$ cat config.mk
export PLATFORM = sky130hd
export DESIGN_NAME = pscg_gate_ctrl
export DESIGN_NICKNAME = d
export VERILOG_FILES = /design/src/pscg_pkg.sv /design/src/pscg_gate_ctrl.sv
export SDC_FILE = /design/constraint.sdc
export NUM_CORES = 1
export LEC_CHECK = 0
export ABC_AREA = 1
export ABC_CLOCK_PERIOD_IN_PS = 2600
export BUFFER_PORTS_ARGS = -buffer_cell sky130_fd_sc_hd__buf_2
export CAP_MARGIN = 20
export CORE_UTILIZATION = 60
export DETAILED_ROUTE_END_ITERATION = 6
export PLACE_DENSITY = 0.89
export SLEW_MARGIN = 20
export SYNTH_ARGS = -nofsm -noshare
export SYNTH_HDL_FRONTEND = slang
export SYNTH_HIERARCHICAL = 1
export SYNTH_SLANG_ARGS = --single-unit
$ cat constraint.sdc
create_clock -name I_SYS_CLK -period 2.6 [get_ports I_SYS_CLK]
set_input_delay 0.39 -clock I_SYS_CLK [delete_from_list [all_inputs] [get_ports I_SYS_CLK]]
set_output_delay 0.39 -clock I_SYS_CLK [all_outputs]
set_load 0.02 [all_outputs]
$ cat src/pscg_pkg.sv
// Shared constants and types for the power stage gate control block
package pscg_pkg;

	// Clock and timing figures
	localparam int CLK_PERIOD_NS    = 50;
	localparam int HOLDOFF_TIME_NS  = 30;
	localparam int DEAD_TIME_NS     = 30;

	// Least times round up, never below one cycle
	localparam int HOLDOFF_CYC_RAW  =
		(HOLDOFF_TIME_NS + CLK_PERIOD_NS - 1) / CLK_PERIOD_NS;
	localparam int HOLDOFF_CYC      = (HOLDOFF_CYC_RAW < 1) ? 1 :
		HOLDOFF_CYC_RAW;
	localparam int DEAD_CYC_RAW     =
		(DEAD_TIME_NS + CLK_PERIOD_NS - 1) / CLK_PERIOD_NS;
	localparam int DEAD_CYC         = (DEAD_CYC_RAW < 1) ? 1 : DEAD_CYC_RAW;

	// Switching cycle counts for protection
	localparam int HS_SHORT_CYCLES  = 4;
	localparam int OC_CLEAN_CYCLES  = 128;

	// Cycles a new input region must persist before it is accepted
	localparam int REGION_FILT_CYC  = 2;

	// Counter widths
	localparam int TRI_CNT_W        = 8;
	localparam int DEAD_CNT_W       = 8;
	localparam int HS_CNT_W         = 3;
	localparam int OC_CNT_W         = 8;

	// Reset value of the disable input synchroniser: enabled by default
	localparam logic DISABLE_N_RST  = 1'b1;

	// Decoded level of a three-level input
	typedef enum logic [1:0] {
		RG_LOW  = 2'b00,
		RG_TRI  = 2'b01,
		RG_HIGH = 2'b11
	} pscg_region_t;

	// What the gate sequencer is steering toward
	typedef enum logic [1:0] {
		TG_OFF  = 2'b00,
		TG_HIGH = 2'b01,
		TG_LOW  = 2'b11
	} pscg_target_t;

	// Gate sequencer states, Gray along off, dead, on, dead, on
	typedef enum logic [2:0] {
		ST_OFF    = 3'b000,
		ST_DEAD_H = 3'b001,
		ST_HIGH   = 3'b011,
		ST_DEAD_L = 3'b010,
		ST_LOW    = 3'b110
	} pscg_state_t;

	// Pair of gate commands
	typedef struct packed {
		logic high_gate_cmd;
		logic low_gate_cmd;
	} pscg_gate_t;

endpackage
$ cat src/pscg_gate_ctrl.sv
// Gate command sequencer with three-level input decoders
`timescale 1ns/1ps

////////////////////////////////////////////////////////////////////////////////
// Three-level input decoder: synchroniser plus persistence hysteresis
module pscg_region #(
	parameter int FILT = pscg_pkg::REGION_FILT_CYC
) (
	input  wire logic                  i_clk,
	input  wire logic                  i_rstn,
	input  wire logic                  i_above,
	input  wire logic                  i_below,
	output pscg_pkg::pscg_region_t     o_region
);
	logic                    above_s1_r;
	logic                    above_s2_r;
	logic                    below_s1_r;
	logic                    below_s2_r;
	logic [7:0]              filt_cnt_r;
	pscg_pkg::pscg_region_t  region_r;
	pscg_pkg::pscg_region_t  raw;

	always_ff @(posedge i_clk) begin
		if (!i_rstn) begin
			above_s1_r <= 1'b0;
			above_s2_r <= 1'b0;
			below_s1_r <= 1'b0;
			below_s2_r <= 1'b0;
		end else begin
			above_s1_r <= i_above;
			above_s2_r <= above_s1_r;
			below_s1_r <= i_below;
			below_s2_r <= below_s1_r;
		end
	end

	always_comb begin
		if (above_s2_r)
			raw = pscg_pkg::RG_HIGH;
		else if (below_s2_r)
			raw = pscg_pkg::RG_LOW;
		else
			raw = pscg_pkg::RG_TRI;
	end

	// New region must persist before it replaces the old one
	always_ff @(posedge i_clk) begin
		if (!i_rstn) begin
			region_r   <= pscg_pkg::RG_TRI;
			filt_cnt_r <= 8'h00;
		end else if (raw == region_r) begin
			filt_cnt_r <= 8'h00;
		end else if (filt_cnt_r >= 8'(FILT - 1)) begin
			region_r   <= raw;
			filt_cnt_r <= 8'h00;
		end else begin
			filt_cnt_r <= filt_cnt_r + 8'h01;
		end
	end

	assign o_region = region_r;
endmodule // pscg_region

////////////////////////////////////////////////////////////////////////////////
// Function
// - Disable low: both gates off, standby
// - Disable low: disconnect PWM and disable sensing
// - Unconnected disable reads as enabled
// - PWM high: low gate off, then high on
// - PWM low: high gate off, then low on
// - Decode PWM as high, low or tri-state
// - Tri-state for hold-off time: both gates off
// - Region decoding uses hysteresis against noise
// - Zero-cross enable low allows diode emulation
// - Zero-cross enable high forces continuous conduction
// - Zero crossing turns low gate off
// - Zero-cross enable changes apply immediately
// - Floating zero-cross enable decodes as tri-state
// - Both inputs tri-state: enter deep standby
// - Zero-cross enable tri-state: both gates off
// - Four high-side short cycles: latched fault, low on
// - Over-current fault clears after 128 clean cycles
module pscg_gate_ctrl (
	input  wire logic I_SYS_CLK,
	input  wire logic I_RSTN,
	input  wire logic I_DISABLE_N_INPUT,
	input  wire logic I_PWM_ABOVE,
	input  wire logic I_PWM_BELOW,
	input  wire logic I_ZCEN_ABOVE,
	input  wire logic I_ZCEN_BELOW,
	input  wire logic I_ZERO_CROSS,
	input  wire logic I_HS_SHORT,
	input  wire logic I_OVER_CURRENT,
	output logic      O_HIGH_GATE_CMD,
	output logic      O_LOW_GATE_CMD,
	output logic      O_TEMP_FAULT_OUTPUT,
	output logic      O_SENSE_NET_EN,
	output logic      O_STANDBY,
	output logic      O_DEEP_STANDBY_STATE
);
	localparam int HOLDOFF = pscg_pkg::HOLDOFF_CYC;
	localparam int DEAD    = pscg_pkg::DEAD_CYC;

	logic                                dis_s1_r;
	logic                                dis_s2_r;
	logic [2:0]                          evt_s1_r;
	logic [2:0]                          evt_s2_r;
	logic                                zc_s;
	logic                                hs_s;
	logic                                oc_s;
	pscg_pkg::pscg_region_t              pwm_reg;
	pscg_pkg::pscg_region_t              zcd_reg;
	logic [pscg_pkg::TRI_CNT_W-1:0]      tri_cnt_r;
	logic                                tri_expired;
	pscg_pkg::pscg_target_t              target_r;
	pscg_pkg::pscg_target_t              target_nxt;
	logic                                zc_off_r;
	pscg_pkg::pscg_state_t               state_r;
	pscg_pkg::pscg_state_t               state_nxt;
	logic [pscg_pkg::DEAD_CNT_W-1:0]     dead_cnt_r;
	pscg_pkg::pscg_gate_t                gate_r;
	logic                                pwm_prev_hi_r;
	logic                                cycle_pulse;
	logic                                hs_seen_r;
	logic [pscg_pkg::HS_CNT_W-1:0]       hs_cnt_r;
	logic                                hs_latch_r;
	logic                                oc_flag_r;
	logic [pscg_pkg::OC_CNT_W-1:0]       oc_clean_r;
	logic                                fault_r;
	logic                                sense_en_r;
	logic                                standby_r;
	logic                                deep_r;

	////////////////////////////////////////////////////////////////////////
	// Input synchronisers; disable starts deasserted as if pulled up
	always_ff @(posedge I_SYS_CLK) begin
		if (!I_RSTN) begin
			dis_s1_r <= pscg_pkg::DISABLE_N_RST;
			dis_s2_r <= pscg_pkg::DISABLE_N_RST;
		end else begin
			dis_s1_r <= I_DISABLE_N_INPUT;
			dis_s2_r <= dis_s1_r;
		end
	end

	always_ff @(posedge I_SYS_CLK) begin
		if (!I_RSTN) begin
			evt_s1_r <= 3'h0;
			evt_s2_r <= 3'h0;
		end else begin
			evt_s1_r <= {I_OVER_CURRENT, I_HS_SHORT, I_ZERO_CROSS};
			evt_s2_r <= evt_s1_r;
		end
	end

	assign zc_s = evt_s2_r[0];
	assign hs_s = evt_s2_r[1];
	assign oc_s = evt_s2_r[2];

	// PWM and zero-cross enable decoders; both rest at tri-state
	pscg_region u_pwm_region (
		.i_clk    (I_SYS_CLK),
		.i_rstn   (I_RSTN),
		.i_above  (I_PWM_ABOVE),
		.i_below  (I_PWM_BELOW),
		.o_region (pwm_reg)
	);

	pscg_region u_zcd_region (
		.i_clk    (I_SYS_CLK),
		.i_rstn   (I_RSTN),
		.i_above  (I_ZCEN_ABOVE),
		.i_below  (I_ZCEN_BELOW),
		.o_region (zcd_reg)
	);

	////////////////////////////////////////////////////////////////////////
	// Tri-state hold-off timer, restarted whenever PWM leaves tri-state
	always_ff @(posedge I_SYS_CLK) begin
		if (!I_RSTN)
			tri_cnt_r <= '0;
		else if (pwm_reg != pscg_pkg::RG_TRI)
			tri_cnt_r <= '0;
		else if (tri_cnt_r < pscg_pkg::TRI_CNT_W'(HOLDOFF))
			tri_cnt_r <= tri_cnt_r + 1'b1;
	end

	assign tri_expired = (tri_cnt_r >= pscg_pkg::TRI_CNT_W'(HOLDOFF));

	// Zero crossing seen in this low phase; cleared by next high
	always_ff @(posedge I_SYS_CLK) begin
		if (!I_RSTN)
			zc_off_r <= 1'b0;
		else if (zc_s && state_r == pscg_pkg::ST_LOW)
			zc_off_r <= 1'b1;
		else if (pwm_reg == pscg_pkg::RG_HIGH)
			zc_off_r <= 1'b0;
	end

	////////////////////////////////////////////////////////////////////////
	// Target selection, in priority order
	always_comb begin
		target_nxt = target_r;
		if (!dis_s2_r)
			target_nxt = pscg_pkg::TG_OFF;
		else if (hs_latch_r)
			target_nxt = pscg_pkg::TG_LOW;
		else if (zcd_reg == pscg_pkg::RG_TRI)
			target_nxt = pscg_pkg::TG_OFF;
		else if (pwm_reg == pscg_pkg::RG_TRI)
			target_nxt = tri_expired ? pscg_pkg::TG_OFF : target_r;
		else if (pwm_reg == pscg_pkg::RG_HIGH)
			target_nxt = pscg_pkg::TG_HIGH;
		else if (zcd_reg == pscg_pkg::RG_HIGH)
			target_nxt = pscg_pkg::TG_LOW;
		else if (zc_off_r || zc_s)
			target_nxt = pscg_pkg::TG_OFF;
		else
			target_nxt = pscg_pkg::TG_LOW;
	end

	always_ff @(posedge I_SYS_CLK) begin
		if (!I_RSTN)
			target_r <= pscg_pkg::TG_OFF;
		else
			target_r <= target_nxt;
	end

	////////////////////////////////////////////////////////////////////////
	// Gate sequencer: every turn-on passes through a dead state
	always_comb begin
		state_nxt = state_r;
		case (state_r)
		pscg_pkg::ST_OFF, pscg_pkg::ST_HIGH, pscg_pkg::ST_LOW: begin
			if (target_nxt == pscg_pkg::TG_OFF)
				state_nxt = pscg_pkg::ST_OFF;
			else if (target_nxt == pscg_pkg::TG_HIGH &&
					state_r != pscg_pkg::ST_HIGH)
				state_nxt = pscg_pkg::ST_DEAD_H;
			else if (target_nxt == pscg_pkg::TG_LOW &&
					state_r != pscg_pkg::ST_LOW)
				state_nxt = pscg_pkg::ST_DEAD_L;
		end
		pscg_pkg::ST_DEAD_H: begin
			if (target_nxt == pscg_pkg::TG_OFF)
				state_nxt = pscg_pkg::ST_OFF;
			else if (target_nxt == pscg_pkg::TG_LOW)
				state_nxt = pscg_pkg::ST_DEAD_L;
			else if (dead_cnt_r >= pscg_pkg::DEAD_CNT_W'(DEAD - 1))
				state_nxt = pscg_pkg::ST_HIGH;
		end
		pscg_pkg::ST_DEAD_L: begin
			if (target_nxt == pscg_pkg::TG_OFF)
				state_nxt = pscg_pkg::ST_OFF;
			else if (target_nxt == pscg_pkg::TG_HIGH)
				state_nxt = pscg_pkg::ST_DEAD_H;
			else if (dead_cnt_r >= pscg_pkg::DEAD_CNT_W'(DEAD - 1))
				state_nxt = pscg_pkg::ST_LOW;
		end
		default: state_nxt = pscg_pkg::ST_OFF;
		endcase
	end

	always_ff @(posedge I_SYS_CLK) begin
		if (!I_RSTN) begin
			state_r    <= pscg_pkg::ST_OFF;
			dead_cnt_r <= '0;
		end else begin
			state_r <= state_nxt;
			if (state_nxt != state_r)
				dead_cnt_r <= '0;
			else
				dead_cnt_r <= dead_cnt_r + 1'b1;
		end
	end

	always_ff @(posedge I_SYS_CLK) begin
		if (!I_RSTN) begin
			gate_r <= '0;
		end else begin
			gate_r.high_gate_cmd <= (state_nxt == pscg_pkg::ST_HIGH);
			gate_r.low_gate_cmd  <= (state_nxt == pscg_pkg::ST_LOW);
		end
	end

	////////////////////////////////////////////////////////////////////////
	// Switching cycles are counted at each PWM high entry
	always_ff @(posedge I_SYS_CLK) begin
		if (!I_RSTN)
			pwm_prev_hi_r <= 1'b0;
		else
			pwm_prev_hi_r <= (pwm_reg == pscg_pkg::RG_HIGH);
	end

	assign cycle_pulse = (pwm_reg == pscg_pkg::RG_HIGH) && !pwm_prev_hi_r;

	// High-side short: consecutive cycles, latched until reset
	always_ff @(posedge I_SYS_CLK) begin
		if (!I_RSTN) begin
			hs_seen_r  <= 1'b0;
			hs_cnt_r   <= '0;
			hs_latch_r <= 1'b0;
		end else if (cycle_pulse) begin
			hs_seen_r <= hs_s;
			if (!(hs_seen_r || hs_s))
				hs_cnt_r <= '0;
			else if (hs_cnt_r >=
					pscg_pkg::HS_CNT_W'(pscg_pkg::HS_SHORT_CYCLES - 1))
				hs_latch_r <= 1'b1;
			else
				hs_cnt_r <= hs_cnt_r + 1'b1;
		end else if (hs_s) begin
			hs_seen_r <= 1'b1;
		end
	end

	// Over-current flag; a new event wins over the clean-cycle clear
	always_ff @(posedge I_SYS_CLK) begin
		if (!I_RSTN) begin
			oc_flag_r  <= 1'b0;
			oc_clean_r <= '0;
		end else if (oc_s) begin
			oc_flag_r  <= 1'b1;
			oc_clean_r <= '0;
		end else if (cycle_pulse && oc_flag_r) begin
			if (oc_clean_r >=
					pscg_pkg::OC_CNT_W'(pscg_pkg::OC_CLEAN_CYCLES - 1)) begin
				oc_flag_r  <= 1'b0;
				oc_clean_r <= '0;
			end else begin
				oc_clean_r <= oc_clean_r + 1'b1;
			end
		end
	end

	////////////////////////////////////////////////////////////////////////
	// Status outputs
	always_ff @(posedge I_SYS_CLK) begin
		if (!I_RSTN) begin
			fault_r    <= 1'b0;
			sense_en_r <= 1'b0;
			standby_r  <= 1'b0;
			deep_r     <= 1'b0;
		end else begin
			fault_r    <= hs_latch_r || oc_flag_r;
			sense_en_r <= dis_s2_r;
			standby_r  <= !dis_s2_r;
			deep_r     <= dis_s2_r && pwm_reg == pscg_pkg::RG_TRI &&
				zcd_reg == pscg_pkg::RG_TRI;
		end
	end

	assign O_HIGH_GATE_CMD      = gate_r.high_gate_cmd;
	assign O_LOW_GATE_CMD       = gate_r.low_gate_cmd;
	assign O_TEMP_FAULT_OUTPUT  = fault_r;
	assign O_SENSE_NET_EN       = sense_en_r;
	assign O_STANDBY            = standby_r;
	assign O_DEEP_STANDBY_STATE = deep_r;
endmodule // pscg_gate_ctrl

# After elaboration in Yosys (flattened, before gate mapping)
# Index checks and enable logic that the tools add are counted.
word_totals:
  regBits: 79
  inputBits: 10
  wordCells: 129
op_classes:
  addsub: 6
  n_lt_le_gt_ge: 7
  n_eq_ne: 19
  muxes: 32
  n_bitwise: 3
  n_reduce_logical: 29
ops:
  columns: ["operator", "count"]
  rows:
  - ["$add A8 B1 Y8 const B", 5]
  - ["$mux W3", 11]
  - ["$ge A8 B1 Y1 const B", 4]
  - ["$mux W2", 10]
  - ["$eq A3 B2 Y1 const B", 3]
  - ["$mux W1", 9]
  - ["$pmux W3 S3", 1]
  - ["$reduce_or A3 Y1", 3]
  - ["$ge A8 B7 Y1 const B", 1]
  - ["$lt A8 B1 Y1 const B", 1]
  - ["$mux W8", 1]
  - ["$reduce_and A2 Y1", 4]
  - ["$reduce_bool A2 Y1", 4]
  - ["$logic_and A1 B1 Y1", 7]
  - ["$eq A2 B1 Y1 const B", 3]
  - ["$eq A2 B2 Y1 const B", 3]
  - ["$eq A3 B3 Y1 const B", 2]
  - ["$reduce_or A2 Y1", 3]
  - ["$eq A2 B2 Y1", 2]
  - ["$add A3 B1 Y3 const B", 1]
  - ["$eq A3 B1 Y1 const B", 1]
  - ["$ge A3 B2 Y1 const B", 1]
  - ["$logic_not A3 Y1", 1]
  - ["$logic_or A1 B1 Y1", 3]
  - ["other kinds (9)", 12]

# Logic depth before layout (Yosys ltp)
# Gate-level depths: netlist (run 1).
logic_depth:
  word_depth: 16
  mapped_depth: 18

# Cells and area by module
# The synthesis (run 1) kept the hierarchy.
by_module_without_submodules:
  columns: ["module", "instances", "cells_per_inst", "area_per_inst_um2"]
  rows:
  - ["pscg_gate_ctrl", 1, 237, 1893.1]
  - ["pscg_region", 2, 66, 548.0]

# Worst setup path before layout (run 1)
# OpenSTA, ideal clock, no wires.
synth_path:
  path_type: "flip-flop to flip-flop"
  start: "register tri_cnt_r[0] in the netlist's numbering"
  end: "register gate_r (netlist bit O_HIGH_GATE_CMD)"
  setup_time_ps: 62
  arrival_ps: 1901
  path_slack_ps: 637
  stages_incl_launch_ff: 16
  path_buffers: 0
  period_less_slack_ps: 1963
  cell_sequence: "dfxtp_1 > inv_1 > ha_1 > nand2_2 > nor2_4 > nand3_1 > nand2_2 > a21oi_4 > nor2_1 > inv_1 > ha_1 > o31ai_1 > inv_1 > nand2_2 > nand2_2 > nor2_2"
synth_between:
  elab_chain_len: 13
  elab_cells_between_ends: 20
  cone_classes: "order compare (1); eq/ne (3); mux (13); reduce/logical (3)"
synth_lines:
  columns: ["item", "line", "text"]
  rows:
  - ["from (decl)", "pscg_gate_ctrl.sv:113", "logic [pscg_pkg::TRI_CNT_W-1:0] tri_cnt_r;"]
  - ["from (signal assigned)", "pscg_gate_ctrl.sv:185", "tri_cnt_r <= tri_cnt_r + 1'b1;"]
  - ["$ge A8 B1 Y1 (*)", "pscg_gate_ctrl.sv:188", "assign tri_expired = (tri_cnt_r >= pscg_pkg::TRI_CNT_W'(HOLDOFF));"]
  - ["$mux W2 (*)", "pscg_gate_ctrl.sv:211", "target_nxt = tri_expired ? pscg_pkg::TG_OFF : target_r;"]
  - ["$mux W2 (*)", "pscg_gate_ctrl.sv:210", "else if (pwm_reg == pscg_pkg::RG_TRI)"]
  - ["$mux W2 (*)", "pscg_gate_ctrl.sv:208", "else if (zcd_reg == pscg_pkg::RG_TRI)"]
  - ["$mux W2 (*)", "pscg_gate_ctrl.sv:206", "else if (hs_latch_r)"]
  - ["$mux W2 (*)", "pscg_gate_ctrl.sv:204", "if (!dis_s2_r)"]
  - ["via target_nxt[1]", "pscg_gate_ctrl.sv:116", "pscg_pkg::pscg_target_t target_nxt;"]
  - ["$eq A2 B2 Y1", "pscg_gate_ctrl.sv:240, pscg_gate_ctrl.sv:247", null]
  - ["$logic_and A1 B1 Y1", "pscg_gate_ctrl.sv:240", "else if (target_nxt == pscg_pkg::TG_LOW &&"]
  - ["$mux W3", "pscg_gate_ctrl.sv:240", null]
  - ["$mux W3", "pscg_gate_ctrl.sv:237", "else if (target_nxt == pscg_pkg::TG_HIGH &&"]
  - ["$mux W3", "pscg_gate_ctrl.sv:235", "if (target_nxt == pscg_pkg::TG_OFF)"]
  - ["$pmux W3 S3 (*)", "pscg_gate_ctrl.sv:233", "case (state_r)"]
  - ["$eq A3 B2 Y1 (*)", "pscg_gate_ctrl.sv:281", "gate_r.high_gate_cmd <= (state_nxt == pscg_pkg::ST_HIGH);"]
  - ["to (decl)", "pscg_gate_ctrl.sv:121", "pscg_pkg::pscg_gate_t gate_r;"]
# Mark *: on every way through the listed nets, which the timed path passes. The rest lies on a longest branch.
# A chain may end at the register's enable or synchronous reset.

# Final worst setup path (run 1)
# Ends and elaborated chain as after synthesis.

==> impl_metrics.tcl, run 1 <==
set metrics [dict create \
    clk_latency_ps 340 \
    totalPowerFinal_mw 2.309 \
    grt_pass1_wl_um 8776 \
    async_reset_ff_share_pct 0 \
    design.core.area_um2 4755 \
    vias 2205 \
    ant_nets 0 \
    path_clk_slew_ps 70 \
    route.detailed.drc 0 \
    clkPwrFrac_pct 37.6 \
    detail_route.iter0.violations 117 \
    routabilityCongestion 0.8255 \
    antenna_found_initial 0 \
    grt_usage_pct 22.01 \
    dpl.cell_count 458 \
    hold_path.class "in2reg" \
    combPwrFrac_pct 11.8 \
    period_share_pct 86.72 \
    drv_slew 0 \
    postCtsSetupRepairBufs 0 \
    final_util_pct 70.89 \
    h-tree-depth 3 \
    avgRoutedWirePerCell_um 10.54 \
    mappedNetlistArea_um2 2989 \
    holdBufCountCts 0 \
    p_sw_uw 588.9 \
    syn_avg_cell_area_um2 8.101 \
    vdd_drop_max_v 0.0005330 \
    rsz0062_at_grt "false" \
    outcome "finished, final reports clean" \
    arrival_ps 2540 \
    fin_cells 473 \
    cts.sinks 71 \
    rrSetupSlack_ps 350 \
    critPathRequiredTime_ps 2890 \
    p_int_mw 1.721 \
    skew_ps 4.002 \
    cts_buffers 9 \
    die_h_um 72.58 \
    final_nets 427 \
    fmax_mhz 443.5 \
    crit_fanout 5 \
    p_sw_share_pct 25.50 \
    hold_depth 3 \
    clockBufferDepth 2 \
    overflow 0 \
    cts-root-buf "clkbuf_8" \
    critPathLaunch "tri_cnt_r[0]$_SDFFE_PP0N_" \
    synth_cells 369 \
    synth_cell_type_count 37 \
    r2r_cells 17 \
    synth-seq-area-share_pct 47.55 \
    cts_tree "built" \
    routed_wl_um 4984 \
    r2r_start "tri_cnt_r[0]$_SDFFE_PP0N_" \
    num_antenna_cells 0 \
    synth-edff-count 0 \
    drive_above_1_share_pct 18.97 \
    start_kind "register" \
    final_cell_area_um2 3371 \
    io_buffer_count 15 \
    vias_per_cell 4.662 \
    dieWidth_um 72.58 \
    dieArea_um2 5268 \
    period_minus_slack_ps 2255 \
    timing.setup.tns_ps 0 \
    yosysWarnings 6 \
    p_leak_nw 1.740 \
    synth-seq-cells 71 \
    grt_pass1_vias 2226 \
    hold_start "I_ZCEN_ABOVE" \
    dp_hpwl_um 3408 \
    start_util_pct 62.87 \
    hold-path-endpoint "u_zcd_region/above_s1_r$_SDFF_PN0_" \
    timing_hold_violations_final 0 \
    syn_to_final_growth_pct 12.77 \
    setup_viol 0 \
    end_kind "register" \
    cts_resized 0 \
    placed_area_um2 3174 \
    rows 25 \
    rr_endpoint "O_HIGH_GATE_CMD$_SDFF_PN0_" \
    fillers 373 \
    ys.flop_type "dfxtp_1" \
    grt_max_degree 27 \
    seq_power_share_pct 50.6 \
    maxCapViolations 0 \
    first_pass_iters 4 \
    power_density_nw_per_um2 685.1 \
    ios 16 \
    path_class "reg2reg" \
]
==> critical path: stages (launching register included) <==
cell     delay (ps)
dfxtp_1         340
inv_1            90
ha_1            160
nand2_2          70
nor2_4          150
nand3_1         110
nand2_2         100
a21oi_4          60
nor2_1          140
inv_1            90
ha_1            200
inv_1           130
nand2_1         100
a21oi_1         150
nand2_1          90
nand3_2          80
nand2_2          60
nor2_2           90
==> registers in the layout, summed over array words and instances, names as in the netlist, 2 cells and up <==
signal	count
state_r	3
evt_s2_r	3
u_pwm_region/o_region	2
tri_cnt_r	8
u_zcd_region/filt_cnt_r	8
target_r	2
oc_clean_r	8
u_pwm_region/filt_cnt_r	8
u_zcd_region/o_region	2
evt_s1_r	3
hs_cnt_r	3
==> synth_stat cells, types with 2 or more instances <==
library cell / count / area (um^2)
nand3_2: 5 / 50.05
or2_2: 2 / 12.51
xnor2_1: 2 / 17.52
a211oi_1: 2 / 15.01
inv_1: 79 / 296.5
conb_1: 2 / 7.510
nand3_1: 11 / 55.05
nand2_1: 70 / 262.8
a21oi_1: 15 / 75.07
o21ai_0: 5 / 25.02
ha_1: 15 / 187.7
inv_2: 3 / 11.26
nor3_2: 2 / 20.02
nand2_2: 10 / 62.56
nand3b_4: 2 / 40.04
nand4_2: 2 / 25.02
nor3_1: 5 / 25.02
dfxtp_1: 71 / 1421
nor2_1: 36 / 135.1
nor2_2: 13 / 81.33
==> area by class of cell <==
cell class / instances / area (um^2) / share of cell area [%]
clock inverter: 4 / 45.04 / 1.336
tap: 67 / 83.83 / 2.487
inverter: 83 / 311.5 / 9.243
timing repair buffer: 16 / 82.58 / 2.450
multi-input combinational: 221 / 1275 / 37.82
clock buffer: 11 / 151.4 / 4.491
sequential: 71 / 1421 / 42.17
==> kinds of logic after synthesis <==
group / synth area share (%)
AO/OA/AOI/OAI: 6.195
XOR/XNOR: 0.5861
adder cells (fa/ha/maj): 6.279
buffers and inverters: 10.80
AND/OR/NAND/NOR: 28.34
other: 0.2512
flip-flops: 47.55
==> cells in the final DEF (no fill, tap or decap), types with 2 or more instances in the layout <==
cell,synthesis,final
buf_2,0,15
inv_1,79,79
nand2_2,10,10
clkbuf_8,0,11
nand3b_4,2,2
conb_1,2,10
nor2_2,13,13
nand2_1,70,70
inv_2,3,3
nand4_2,2,2
nor3_1,5,5
nor3_2,2,2
dfxtp_1,71,71
nand3_1,11,11
nand3_2,5,5
a21oi_1,15,15
nor2_1,36,36
a211oi_1,2,2
xnor2_1,2,2
clkinv_2,0,3
ha_1,15,15
or2_2,2,2
o21ai_0,5,5
==> metrics by stage <==
| step | hold slack, ps | setup slack (ps) |
|---|---|---|
| 5_1_grt | 223.2 | 119.4 |
| 3_3_place_gp | 392.8 | 531.7 |
| 3_5_place_dp | 396.5 | 404.3 |
| 6_report | 222.9 | 345.2 |
| 4_1_cts | 215.5 | 345.8 |
| 2_1_floorplan | 390.0 | 636.9 |
==> routing by layer <==
layer	up-vias	GRT usage [%]	share of wire (%)
li1	1159	-	-
met1	991	23.08	42
met2	36	39.04	52
met3	19	6.215	3.1
met4	0	13.29	3.1
met5	-	0	0
==> worst max-delay path by stage <==
stage / depth (start not counted) / endpoint / slack (ps)
6_report: 17 / O_HIGH_GATE_CMD$_SDFF_PN0_ / 350
4_1_cts: 17 / O_HIGH_GATE_CMD$_SDFF_PN0_ / 350
3_3_place_gp: 15 / O_HIGH_GATE_CMD$_SDFF_PN0_ / 530
2_1_floorplan: 15 / O_HIGH_GATE_CMD$_SDFF_PN0_ / 640
5_1_grt: 17 / O_HIGH_GATE_CMD$_SDFF_PN0_ / 120
3_5_place_dp: 17 / O_HIGH_GATE_CMD$_SDFF_PN0_ / 400
==> power by group through the flow <==
| stage | Combinational [mW] | Sequential, mW | Clock, mW |
|---|---|---|---|
| floorplan | 0.211 | 1.19 | 0 |
| global placement | 0.256 | 1.19 | 0 |
| detailed placement | 0.274 | 1.19 | 0 |
| CTS | 0.276 | 1.17 | 0.881 |
| global route | 0.314 | 1.17 | 0.929 |
| finish | 0.273 | 1.17 | 0.867 |
Note: power is estimated with default switching activity, not from simulation.
==> run 2, diff against run 1 <==
Settings changed: ABC_AREA 1 to not set, ABC_CLOCK_PERIOD_IN_PS 2600 to not set, CORE_UTILIZATION 60 to 59.
Clock period 2.6 ns to 2.3 ns, I/O delays scaled along.
==> impl_metrics.tcl, run 2 <==
set metrics [dict create \
    outcome "complete, but fails checks" \
    violations "setup timing" \
    overflow 0 \
    p_sw_uw 641.6 \
    r2r_cells 12 \
    h-tree-depth 3 \
    rsz0062_at_grt "true" \
    synth_cells 282 \
    dieArea_um2 5028 \
    crit_chain "inv_2, ha_4, or4b_4, or2_1, or4_4, a21oi_4, inv_2, ha_4, or3b_4, a311oi_2, nand4_1, a221oi_2" \
    final_cell_area_um2 3483 \
    path_clk_slew_ps 70 \
    final_nets 365 \
    maxCapViolations 0 \
    m1WireLength_um 2573 \
    tightest_slew_ps 561.8 \
    p_leak_nw 1.477 \
    final_util_pct 78.38 \
    start_util_pct 63.03 \
    path_class "reg2reg" \
    async_reset_ff_share_pct 0 \
    hold_start "I_DISABLE_N_INPUT" \
    ant_nets 0 \
    ys_top_cells_by_area "dfxtp_1, ha_1, and2_1" \
    fmax_mhz 311.6 \
    hold_depth 2 \
    setup_slack_ps -909.1 \
    grt_max_degree 34 \
    netlist_top_cells_count "dfxtp_1, nand2_1, nor2_1" \
    maxSlewHeadroom_pct 62.02 \
    ys.flop_type "dfxtp_1" \
    start_kind "register" \
    route.detailed.drc 0 \
    layout_common_cells "dfxtp_1, buf_4, nand2_1" \
    synth.most_common_cell "dfxtp_1" \
    synth-edff-count 0 \
    num_antenna_cells 0 \
    synth-seq-cells 71 \
    grt_pass1_vias 2006 \
    syn_avg_cell_area_um2 9.934 \
    routed_wl_um 5796 \
    clk_latency_ps 340 \
    clockBufferDepth 2 \
    skew_ps 4.612 \
    end_kind "register" \
    yosysWarnings 6 \
    wl_met2_um 2873 \
    slowest_delay_ps 460 \
    syn_to_final_growth_pct 24.34 \
    fillers 279 \
    grt_usage_pct 23.56 \
    cp_slowest_cell "or4b_4" \
    crit_fanout 2 \
    rr_endpoint "O_HIGH_GATE_CMD$_SDFF_PN0_" \
    drive_above_1_share_pct 26.67 \
    io_buffer_count 15 \
    wl_met3_um 200 \
    ios 16 \
    grt_pass1_wl_um 8956 \
    placed_area_um2 3161 \
    clkPwrFrac_pct 38.1 \
    mappedNetlistArea_um2 2801 \
    path_delay_family "simple AND/OR/NAND/NOR gates" \
    antenna_found_initial 0 \
    die_h_um 70.91 \
    p_sw_share_pct 23.65 \
    period_minus_slack_ps 3209 \
    dieWidth_um 70.91 \
    highest_layer "met4" \
    cts.sinks 71 \
    synth_cell_type_count 45 \
    rrSetupSlack_ps -910 \
    combPwrFrac_pct 13.6 \
    design.core.area_um2 4444 \
    synth_top_cell_area_share_pct 50.74 \
    seq_power_share_pct 48.3 \
    avgRoutedWirePerCell_um 14.60 \
    arrival_ps 3470 \
    timing_hold_violations_final 0 \
    final_common_cell "dfxtp_1" \
    p_int_mw 2.071 \
    cts-root-buf "clkbuf_8" \
    dp_hpwl_um 3630 \
    dpl.cell_count 377 \
    crit_buf_inv 2 \
    r2r_start "tri_cnt_r[0]$_SDFFE_PP0N_" \
    power_density_nw_per_um2 778.9 \
    vdd_drop_max_v 0.0006329 \
    synth.largest_area_cell "dfxtp_1" \
    setup_viol 5 \
    routabilityCongestion 0.8639 \
    cts_buffers 9 \
    vias 2149 \
    rows 24 \
    holdBufCountCts 0 \
    first_pass_iters 6 \
    fin_cells 397 \
    vias_per_cell 5.413 \
    critPathRequiredTime_ps 2560 \
    hold-path-endpoint "dis_s1_r$_SDFF_PN1_" \
    detail_route.iter0.violations 199 \
    cts_tree "built" \
    hold_path.class "in2reg" \
    drv_slew 0 \
    synth-seq-area-share_pct 50.74 \
    period_share_pct 139.5 \
]
## run 2: area by class of cell
class	instances	area, um^2	share of cell area, %
Clock buffer	14	172.7	4.957
Clock inverter	2	37.54	1.078
Inverter	14	52.55	1.509
Multi-Input combinational cell	199	1431	41.09
Sequential cell	71	1424	40.88
Tap cell	52	65.06	1.868
Timing Repair Buffer	45	300.3	8.621
## run 2: per-layer routing
| layer | up-vias | GRT usage [%] |
|---|---|---|
| met4 | 0 | 11.56 |
| met1 | 1018 | 27.50 |
| li1 | 1073 | - |
| met3 | 13 | 6.268 |
| met5 | - | 0 |
| met2 | 45 | 40.17 |
## run 2: worst max path at each step
| stage | from | slack [ps] | cells after the start | to |
|---|---|---|---|---|
| after detailed placement | tri_cnt_r[1]$_SDFFE_PP0N_ | -870 | 12 | O_HIGH_GATE_CMD$_SDFF_PN0_ |
| after CTS | tri_cnt_r[1]$_SDFFE_PP0N_ | -860 | 12 | O_HIGH_GATE_CMD$_SDFF_PN0_ |
| after global routing | tri_cnt_r[0]$_SDFFE_PP0N_ | -1000 | 12 | O_HIGH_GATE_CMD$_SDFF_PN0_ |
| after floorplan | tri_cnt_r[0]$_SDFFE_PP0N_ | -820 | 12 | O_HIGH_GATE_CMD$_SDFF_PN0_ |
| after global placement | tri_cnt_r[1]$_SDFFE_PP0N_ | -770 | 12 | O_HIGH_GATE_CMD$_SDFF_PN0_ |
| final | tri_cnt_r[0]$_SDFFE_PP0N_ | -910 | 12 | O_HIGH_GATE_CMD$_SDFF_PN0_ |
## run 2: power by group through the flow
stage / Sequential [mW] / Combinational (mW) / Clock [mW]
5_1_grt: 1.31 / 0.400 / 1.09
3_5_place_dp: 1.33 / 0.280 / 0
2_1_floorplan: 1.34 / 0.160 / 0
3_3_place_gp: 1.33 / 0.269 / 0
6_report: 1.31 / 0.369 / 1.03
4_1_cts: 1.31 / 0.311 / 1.04
## run 2: per-stage QoR
stage	power, mW	worst slack (ps)	hold WS [ps]	setup TNS (ps)
floorplan	1.500	-818.6	386.3	-2241
global placement	1.598	-769.0	390.0	-2604
detailed placement	1.613	-868.6	411.4	-3084
CTS	2.658	-855.9	173.6	-2943
global route	2.806	-1001	180.8	-3541
finish	2.713	-909.1	179.4	-3170
## run 2: cells by family after synthesis
family,after synthesis,synth area share [%]
buf+inv,20,2.680
flops,71,50.74
fa+ha+maj,15,6.699
simple gates,128,27.96
xor+xnor,9,2.814
other cells,2,0.2681
compound gates,37,8.843
## run 2: what timing repair did
item / in CTS / in global routing
setup endpoints to repair: 5 / 5
buffers inserted: 2 / 2
pin swaps: 1 / 6
gates resized for setup: 7 / 15
gates cloned: 0 / 0
## run 2: worst reg2reg max path, delay by kind of cell (launching register included)
kind	cells	cell delay (ps)
buf+inv	2	140
flops	1	330
compound gates	3	700
simple gates	5	1680
fa+ha+maj	2	290
